### config.mk
export PLATFORM = sky130hd
export DESIGN_NAME = lrc_reset_ctrl
export DESIGN_NICKNAME = d
export VERILOG_FILES = /design/src/hdl/lrc_pkg.sv /design/src/hdl/lrc_reset_ctrl.sv
export SDC_FILE = /design/constraint.sdc
export NUM_CORES = 1
export LEC_CHECK = 0
export BUFFER_PORTS_ARGS = -buffer_cell sky130_fd_sc_hd__buf_2
export CORE_MARGIN = 2
export CORE_UTILIZATION = 35
export DETAILED_ROUTE_END_ITERATION = 7
export SLEW_MARGIN = 25
export SYNTH_ARGS = -nofsm -noshare
export SYNTH_HDL_FRONTEND = slang
export SYNTH_SLANG_ARGS = --single-unit
### constraint.sdc
create_clock -name clk_in -period 2.57 [get_ports clk_in]
set_input_delay 0.3855 -clock clk_in [delete_from_list [all_inputs] [get_ports clk_in]]
set_output_delay 0.3855 -clock clk_in [all_outputs]
set_load 0.01 [all_outputs]
### src/hdl/lrc_pkg.sv
package lrc_pkg;

   ////////////////////////////////////////////////////////////////////////
   // Register bus
   localparam int ADDR_W = 11;
   localparam int DATA_W = 8;

   // Global registers
   localparam logic [10:0] GLB_RESET_OFF = 11'h040;
   localparam logic [10:0] GLB_GPIO_OFF = 11'h100;
   localparam logic [10:0] GLB_BUSY_LO_OFF = 11'h200;
   localparam logic [10:0] GLB_BUSY_HI_OFF = 11'h201;

   // Channel pages: addr[10:9] = 2'b10, channel in addr[8:5], offset below
   localparam logic [1:0] CHAN_PAGE_TAG = 2'h2;
   localparam int CHAN_SHIFT = 5;
   localparam logic [4:0] CH_CONFIG_OFF = 5'h01;
   localparam logic [4:0] CH_TX_CFG_OFF = 5'h04;
   localparam logic [4:0] CH_RX_CFG_OFF = 5'h0a;
   localparam logic [4:0] CH_SYS_CFG_OFF = 5'h0b;
   localparam logic [4:0] CH_INT_MASK_OFF = 5'h11;

   ////////////////////////////////////////////////////////////////////////
   // Field positions
   localparam int LINE_MODE_BIT = 0;
   localparam int SOFT_RESET_BIT = 1;
   localparam int TERM_LSB = 0;
   localparam int SYS_FMT_LSB = 0;
   localparam int GPIO_DIR_LSB = 0;
   localparam int DBUS_EN_BIT = 4;

   // Reset values
   localparam logic LINE_MODE_T1J1 = 1'b0;
   localparam logic [2:0] TERM_RST = 3'h0;
   localparam logic [1:0] SYS_FMT_DUAL_NRZ = 2'h0;
   localparam logic [7:0] INT_MASK_RST = 8'hff;
   localparam logic [4:0] GPIO_RST = 5'h00;

   // Termination codes, shared by receive and transmit fields
   localparam logic [2:0] TERM_T1_100 = 3'h0;
   localparam logic [2:0] TERM_J1_110 = 3'h1;
   localparam logic [2:0] TERM_E1_120 = 3'h2;
   localparam logic [2:0] TERM_E1_75 = 3'h3;

   ////////////////////////////////////////////////////////////////////////
   // Timing
   localparam int CLK_PERIOD_NS = 20;
   localparam int POR_TIME_US = 1000;
   localparam int SOFT_TIME_NS = 1000;
   localparam int POR_CYCLES = POR_TIME_US * 1000 / CLK_PERIOD_NS;
   localparam int SOFT_CYCLES = SOFT_TIME_NS / CLK_PERIOD_NS;
   localparam int CH_CNT_W = $clog2(SOFT_CYCLES + 1);

   typedef enum logic [1:0] {
      ST_POR = 2'h0,
      ST_RUN = 2'h1,
      ST_SOFT = 2'h3
   } lrc_gstate_t;

endpackage : lrc_pkg

### src/hdl/lrc_reset_ctrl.sv
// Decided for this implementation: the placing of the registers and strobed register access.
`timescale 1ns/1ps
`default_nettype none

module lrc_reset_ctrl #(
   parameter int NCH = 16,
   parameter int POR_CYCLES = lrc_pkg::POR_CYCLES
) (
   input wire logic clk_in,
   input wire logic rst_n_in,
   input wire logic mclk_ok_in,
   input wire logic hw_reset_n_in,
   input wire logic tx_output_enable_in,
   input wire logic rx_input_enable_in,
   input wire logic rx_impedance_pin_open_in,
   input wire logic [lrc_pkg::ADDR_W-1:0] reg_addr_in,
   input wire logic [lrc_pkg::DATA_W-1:0] reg_wdata_in,
   input wire logic reg_wr_in,
   input wire logic reg_rd_in,
   output logic [lrc_pkg::DATA_W-1:0] reg_rdata_out,
   output logic global_reset_out,
   output logic [NCH-1:0] chan_reset_out,
   output logic [NCH-1:0] tx_line_hiz_out,
   output logic [NCH-1:0] rx_line_hiz_out,
   output logic [NCH-1:0] channel_line_mode_out,
   output logic [2*NCH-1:0] sys_format_out,
   output logic [3*NCH-1:0] tx_term_out,
   output logic [3*NCH-1:0] rx_term_out,
   output logic [NCH-1:0] rx_int_term_en_out,
   output logic [8*NCH-1:0] int_mask_out,
   output logic [1:0] gpio_oe_n_out,
   output logic data_bus_oe_n_out
);

   ////////////////////////////////////////////////////////////////////////
   // State

   localparam int CNT_W = $clog2(POR_CYCLES + 1);
   localparam int CH_W = $clog2(NCH);
   localparam int CW = lrc_pkg::CH_CNT_W;

   typedef struct packed {
      lrc_pkg::lrc_gstate_t st;
      logic [CNT_W-1:0] cnt;
      logic glob;
      logic [NCH-1:0] mode;
      logic [NCH-1:0] busy;
      logic [NCH-1:0][CW-1:0] ch_cnt;
      logic [NCH-1:0][2:0] tterm;
      logic [NCH-1:0][2:0] rterm;
      logic [NCH-1:0][1:0] sfmt;
      logic [NCH-1:0][7:0] imask;
      logic [4:0] gpio;
      logic [lrc_pkg::DATA_W-1:0] rdata;
   } lrc_regs_t;

   localparam lrc_regs_t RESET_VAL = '{
      st: lrc_pkg::ST_POR,
      cnt: '0,
      glob: 1'b1,
      mode: {NCH{lrc_pkg::LINE_MODE_T1J1}},
      busy: '0,
      ch_cnt: '0,
      tterm: {NCH{lrc_pkg::TERM_RST}},
      rterm: {NCH{lrc_pkg::TERM_RST}},
      sfmt: {NCH{lrc_pkg::SYS_FMT_DUAL_NRZ}},
      imask: {NCH{lrc_pkg::INT_MASK_RST}},
      gpio: lrc_pkg::GPIO_RST,
      rdata: '0
   };

   lrc_regs_t q;
   lrc_regs_t d;

   ////////////////////////////////////////////////////////////////////////
   // Address decode

   function automatic logic chan_hit(input logic [lrc_pkg::ADDR_W-1:0] a);
      logic [CH_W-1:0] idx;
      idx = a[lrc_pkg::CHAN_SHIFT +: CH_W];
      chan_hit = (a[10:9] == lrc_pkg::CHAN_PAGE_TAG) && (32'(idx) < NCH);
   endfunction : chan_hit

   function automatic logic [CH_W-1:0] chan_idx(
      input logic [lrc_pkg::ADDR_W-1:0] a
   );
      chan_idx = a[lrc_pkg::CHAN_SHIFT +: CH_W];
   endfunction : chan_idx

   logic running;
   logic glb_reset_wr;
   logic [CH_W-1:0] wr_ch;
   logic [CH_W-1:0] rd_ch;
   logic [4:0] wr_off;
   logic [4:0] rd_off;
   logic [15:0] busy16;

   assign running = (q.st == lrc_pkg::ST_RUN);
   assign glb_reset_wr = reg_wr_in && running &&
                         (reg_addr_in == lrc_pkg::GLB_RESET_OFF);
   assign wr_ch = chan_idx(reg_addr_in);
   assign rd_ch = chan_idx(reg_addr_in);
   assign wr_off = reg_addr_in[4:0];
   assign rd_off = reg_addr_in[4:0];
   assign busy16 = 16'(q.busy);

   ////////////////////////////////////////////////////////////////////////
   // Next state

   always_comb begin
      d = q;
      d.rdata = '0;

      // Global reset sequencer
      unique case (q.st)
         lrc_pkg::ST_POR: begin
            if (!mclk_ok_in) begin
               d.cnt = '0;
            end else if (q.cnt == CNT_W'(POR_CYCLES - 1)) begin
               d.st = lrc_pkg::ST_RUN;
               d.cnt = '0;
            end else begin
               d.cnt = q.cnt + CNT_W'(1);
            end
         end
         lrc_pkg::ST_RUN: begin
            if (!hw_reset_n_in || !mclk_ok_in || glb_reset_wr) begin
               d.st = lrc_pkg::ST_SOFT;
               d.cnt = '0;
            end
         end
         lrc_pkg::ST_SOFT: begin
            if (!hw_reset_n_in || !mclk_ok_in) begin
               d.cnt = '0;
            end else if (q.cnt == CNT_W'(lrc_pkg::SOFT_CYCLES - 1)) begin
               d.st = lrc_pkg::ST_RUN;
               d.cnt = '0;
            end else begin
               d.cnt = q.cnt + CNT_W'(1);
            end
         end
         default: begin
            d.st = lrc_pkg::ST_POR;
            d.cnt = '0;
         end
      endcase
      d.glob = (d.st != lrc_pkg::ST_RUN);

      // Per-channel reset timers
      for (int i = 0; i < NCH; i++) begin
         if (q.busy[i]) begin
            if (q.ch_cnt[i] == CW'(lrc_pkg::SOFT_CYCLES - 1)) begin
               d.busy[i] = 1'b0;
               d.ch_cnt[i] = '0;
            end else begin
               d.ch_cnt[i] = q.ch_cnt[i] + CW'(1);
            end
         end
      end

      // Register writes
      if (reg_wr_in && running) begin
         if (reg_addr_in == lrc_pkg::GLB_GPIO_OFF) begin
            d.gpio = reg_wdata_in[4:0];
         end else if (chan_hit(reg_addr_in) && !q.busy[wr_ch]) begin
            unique case (wr_off)
               lrc_pkg::CH_CONFIG_OFF: begin
                  d.mode[wr_ch] = reg_wdata_in[lrc_pkg::LINE_MODE_BIT];
                  if (reg_wdata_in[lrc_pkg::SOFT_RESET_BIT]) begin
                     d.busy[wr_ch] = 1'b1;
                     d.ch_cnt[wr_ch] = '0;
                  end
               end
               lrc_pkg::CH_TX_CFG_OFF: begin
                  d.tterm[wr_ch] = reg_wdata_in[lrc_pkg::TERM_LSB +: 3];
               end
               lrc_pkg::CH_RX_CFG_OFF: begin
                  d.rterm[wr_ch] = reg_wdata_in[lrc_pkg::TERM_LSB +: 3];
               end
               lrc_pkg::CH_SYS_CFG_OFF: begin
                  d.sfmt[wr_ch] = reg_wdata_in[lrc_pkg::SYS_FMT_LSB +: 2];
               end
               lrc_pkg::CH_INT_MASK_OFF: begin
                  d.imask[wr_ch] = reg_wdata_in;
               end
               default: begin
               end
            endcase
         end
      end

      // Channel reset holds that channel's registers, except its line mode, at defaults
      for (int i = 0; i < NCH; i++) begin
         if (d.busy[i]) begin
            d.tterm[i] = lrc_pkg::TERM_RST;
            d.rterm[i] = lrc_pkg::TERM_RST;
            d.sfmt[i] = lrc_pkg::SYS_FMT_DUAL_NRZ;
            d.imask[i] = lrc_pkg::INT_MASK_RST;
         end
      end

      // Global-class reset holds everything at defaults from its first cycle
      if (d.glob) begin
         d.mode = {NCH{lrc_pkg::LINE_MODE_T1J1}};
         d.busy = '0;
         d.ch_cnt = '0;
         d.tterm = {NCH{lrc_pkg::TERM_RST}};
         d.rterm = {NCH{lrc_pkg::TERM_RST}};
         d.sfmt = {NCH{lrc_pkg::SYS_FMT_DUAL_NRZ}};
         d.imask = {NCH{lrc_pkg::INT_MASK_RST}};
         d.gpio = lrc_pkg::GPIO_RST;
      end

      // Register reads, answered in the next cycle
      if (reg_rd_in) begin
         if (reg_addr_in == lrc_pkg::GLB_GPIO_OFF) begin
            d.rdata = {3'h0, q.gpio};
         end else if (reg_addr_in == lrc_pkg::GLB_BUSY_LO_OFF) begin
            d.rdata = busy16[7:0];
         end else if (reg_addr_in == lrc_pkg::GLB_BUSY_HI_OFF) begin
            d.rdata = busy16[15:8];
         end else if (chan_hit(reg_addr_in)) begin
            unique case (rd_off)
               lrc_pkg::CH_CONFIG_OFF: begin
                  d.rdata = {6'h0, q.busy[rd_ch], q.mode[rd_ch]};
               end
               lrc_pkg::CH_TX_CFG_OFF: begin
                  d.rdata = {5'h0, q.tterm[rd_ch]};
               end
               lrc_pkg::CH_RX_CFG_OFF: begin
                  d.rdata = {5'h0, q.rterm[rd_ch]};
               end
               lrc_pkg::CH_SYS_CFG_OFF: begin
                  d.rdata = {6'h0, q.sfmt[rd_ch]};
               end
               lrc_pkg::CH_INT_MASK_OFF: begin
                  d.rdata = q.imask[rd_ch];
               end
               default: begin
                  d.rdata = '0;
               end
            endcase
         end
      end
   end

   ////////////////////////////////////////////////////////////////////////
   // Registers

   always_ff @(posedge clk_in or negedge rst_n_in) begin
      if (!rst_n_in) begin
         q <= RESET_VAL;
      end else begin
         q <= d;
      end
   end

   ////////////////////////////////////////////////////////////////////////
   // Outputs

   assign reg_rdata_out = q.rdata;
   assign global_reset_out = q.glob;
   assign chan_reset_out = q.busy | {NCH{q.glob}};

   // Enable pins act without any clock edge
   assign tx_line_hiz_out = ~{NCH{tx_output_enable_in}} | q.busy |
                            {NCH{q.glob}};
   assign rx_line_hiz_out = ~{NCH{rx_input_enable_in}} | q.busy |
                            {NCH{q.glob}};

   assign channel_line_mode_out = q.mode;
   assign sys_format_out = q.sfmt;
   assign tx_term_out = q.tterm;
   assign rx_term_out = q.rterm;
   assign rx_int_term_en_out = {NCH{~rx_impedance_pin_open_in}};
   assign int_mask_out = q.imask;
   assign gpio_oe_n_out = ~q.gpio[lrc_pkg::GPIO_DIR_LSB +: 2];
   assign data_bus_oe_n_out = ~q.gpio[lrc_pkg::DBUS_EN_BIT];

endmodule : lrc_reset_ctrl

`default_nettype wire

==> flow_metrics.tcl <==
set metrics [dict create \
    status "complete, no violations" \
    crit_buf_inv 2 \
    synth_warnings 0 \
    min_period_ns 2.55 \
    required_ns 3.06 \
    final_cell_area_um2 30700 \
    drv_cap 0 \
    portBuffers 375 \
    whs_path_depth 2 \
    synth_top_area_cell "dfrtp_1" \
    cp_data_arrival_time_ns 3.03 \
    grt.overflow.total 0 \
    crit_fanout 22 \
    hold_path_startpoint "reg_rd_in" \
    areaGrowthSynthToFinish_pct 17.8 \
    final_nets 2816 \
    pin_count 376 \
    routedWlPerCell_um 25.4 \
    min_path_type "primary input to flop" \
    maxSlewHeadroom 0.321 \
    drc 0 \
    drive_gt1_frac 0.371 \
    postSynthCellCount 2543 \
    antenna_found_initial 9 \
    yosysSeqAreaShare 0.406 \
    cts_sinks 416 \
    synth_edf_count 0 \
    synth_common_cells "307 x buf_4, 288 x mux2i_1, 287 x dfrtp_1" \
    grt_util_all_layers 0.236 \
    rrSetupSlack_ns 0.02 \
    grt_pass1_vias 21100 \
    synthArstFlopShare 1.00 \
    gp_routability_congestion 0.959 \
    ant_nets 0 \
    p_leak_nw 12.0 \
    cts-root-buf "clkbuf_16" \
    insertion_delay_ns 0.61 \
    ir_drop_mv 0.404 \
    crit_type "flop to flop" \
    avgSynthCellArea_um2 10.2 \
    core_um2 73300 \
    end_kind "flop" \
    timing_hold_violations_final 0 \
    critical-path-top-delay-family "simple AND/OR/NAND/NOR gates" \
    synth_area_um2 26000 \
    grt_max_degree 110 \
    num_vias 21800 \
    row_count 99 \
    worstSetupStartpointType "flop" \
    yosys_register_bits 416 \
    dp_hpwl_um 70100 \
    vias_per_cell 5.80 \
    reg2regPathDepth 7 \
    die_w_um 277 \
    synth_cell_types 82 \
    syn-num-nets 2605 \
    tritoncts "done" \
    crit_chain "or4_4 -> nor4_4 -> nand4b_1 -> o22ai_4 -> clkinv_8 -> buf_12 -> nor4_2" \
    fin_crit_sh 0.990 \
    die_area_um2 76600 \
    crit-reg2reg-launch "q[410]" \
    first_pass_iters 6 \
    cts_buffers 48 \
    power_density_nw_per_um2 485 \
    drt-total-wl_um 95200 \
    cts_buffer_depth 3 \
    grt_pass1_wl_um 139000 \
    synth.most_common_cell "buf_4" \
    tightestPinTransition_ns 1.02 \
    finalSetupTns_ns 0 \
    worst_clock_skew_ns 0.0251 \
    setup_viol 0 \
    critical-path-slowest-cell "or4_4" \
    clkTransAtPathRegs_ns 0.07 \
    hold_end "reg_rdata_out[4]" \
    yosys-top-cells-area "dfrtp_1 28%, dfstp_2 13%, mux2i_1 11%, buf_4 8.9%, mux4_2 6.1%" \
    die_h_um 277 \
    r2r_end "q[315]" \
    drv_slew 0 \
    synth_top_area_frac 0.276 \
    rsz0062_at_grt "yes" \
    cp_slowest_stage_delay_ns 0.57 \
    dpl-instance-area_um2 28500 \
    drt_iter0_markers 1940 \
    ys.flop_type "dfrtp_1" \
    initial_core_util 0.355 \
    max_freq_mhz 393 \
    cts_htree_levels 2 \
]
[kinds of logic after synthesis]
kind of cell,synth area share
AO/OA/AOI/OAI,0.0805
XOR/XNOR,0.00707
adder cells (fa/ha/maj),0.0163
buffers and inverters,0.126
flip-flops,0.406
multiplexers,0.180
AND/OR/NAND/NOR,0.185
[worst register-to-register path: cells and delay by family (launching register included)]
kind	cells	cell delay, ns
compound gates	1	0.37
buf+inv	2	0.39
flops	1	0.38
simple gates	4	1.29
[flip-flops by register name (all words and copies together), names as in the netlist]
signal / count
busy16: 16
tx_term_out: 48
sys_format_out: 32
global_reset_out: 1
rx_term_out: 48
reg_rdata_out: 8
int_mask_out: 128
q: 119
channel_line_mode_out: 16
[placed cells by master, fill, tap and decap left out, types with 17 or more instances in the layout]
cell | netlist | final
nand2_1 | 117 | 117
a22oi_1 | 20 | 20
inv_1 | 65 | 65
buf_4 | 307 | 193
xor2_1 | 19 | 19
o211ai_1 | 23 | 23
o21ai_0 | 39 | 39
mux2_2 | 17 | 17
nor3_2 | 19 | 42
nand3_1 | 195 | 195
buf_12 | 0 | 46
dfstp_2 | 129 | 129
a21oi_1 | 62 | 62
nor3_1 | 260 | 236
nor2_1 | 115 | 115
mux4_2 | 70 | 70
nand4_1 | 35 | 35
and3_1 | 20 | 20
dfrtp_1 | 287 | 287
clkbuf_16 | 0 | 53
buf_2 | 60 | 372
nor4bb_1 | 19 | 19
ha_1 | 34 | 34
mux2i_1 | 288 | 288
o22ai_1 | 19 | 19
[layer usage]
metal	GRT usage	vias up	share of wire	wire length (um)
met5	0	-	0.0012	114
li1	-	9424	-	-
met3	0.0598	228	0.087	8240
met2	0.394	1000	0.48	45800
met1	0.292	11100	0.39	36900
met4	0.0962	16	0.043	4130
[per-stage QoR]
stage / power, mW / setup WS (ns) / util / std cells / hold slack, ns
2_1_floorplan: 7.11 / 0.176 / - / 2543 / 0.0899
4_1_cts: 15.0 / 0.00234 / 0.413 / 3738 / 0.115
5_1_grt: 15.3 / -0.0801 / 0.418 / 3752 / 0.126
3_5_place_dp: 7.52 / -0.187 / 0.389 / 3649 / 0.255
6_report: 14.9 / 0.0248 / 0.418 / 3752 / 0.146
3_3_place_gp: 7.51 / -0.245 / 0.389 / 3649 / 0.255
[layout make-up]
cell class                      instances  area [um^2]
Clock buffer                           64         1360
Inverter                               67          264
Multi-Input combinational cell       1593        12400
Timing Repair Buffer                  626         4520
Fill cell                            6952        42700
Tap cell                              959         1200
Timing Repair inverter                  2         17.5
Antenna cell                            1         2.50
Sequential cell                       416        10600
Clock inverter                         24          349
[worst max path at each step]
stage	startpoint	end	slack, ns	cells after the start
after floorplan	reg_addr_in[5]	int_mask_out[39]	0.18	8
after detailed placement	reg_addr_in[8]	reg_rdata_out[2]	-0.19	9
after CTS	q[399]	q[315]	0.002	9
final	q[410]	q[315]	0.02	7
after global placement	reg_addr_in[8]	reg_rdata_out[2]	-0.24	9
after global routing	q[410]	q[315]	-0.08	7
[power breakdown]
group          internal (mW)  total [mW]  switching [mW]  leakage, nW
sequential              6.57        6.58          0.0101         5.35
clock                   4.46        7.46            3.00        0.836
combinational          0.259       0.846           0.587         5.83
total                   11.3        14.9            3.59         12.0
[what timing repair did]
| action | in CTS | in global routing |
|---|---|---|
| pin swaps | 1 | 4 |
| hold buffers | 1 | 0 |
| setup endpoints to repair | 123 | 311 |
| endpoints found under the hold margin | 44 | 0 |
| gates cloned | 0 | 8 |
| gates resized for setup | 3 | 40 |
| buffers inserted | 0 | 5 |
No activity file was read; power rests on OpenSTA's default activity.
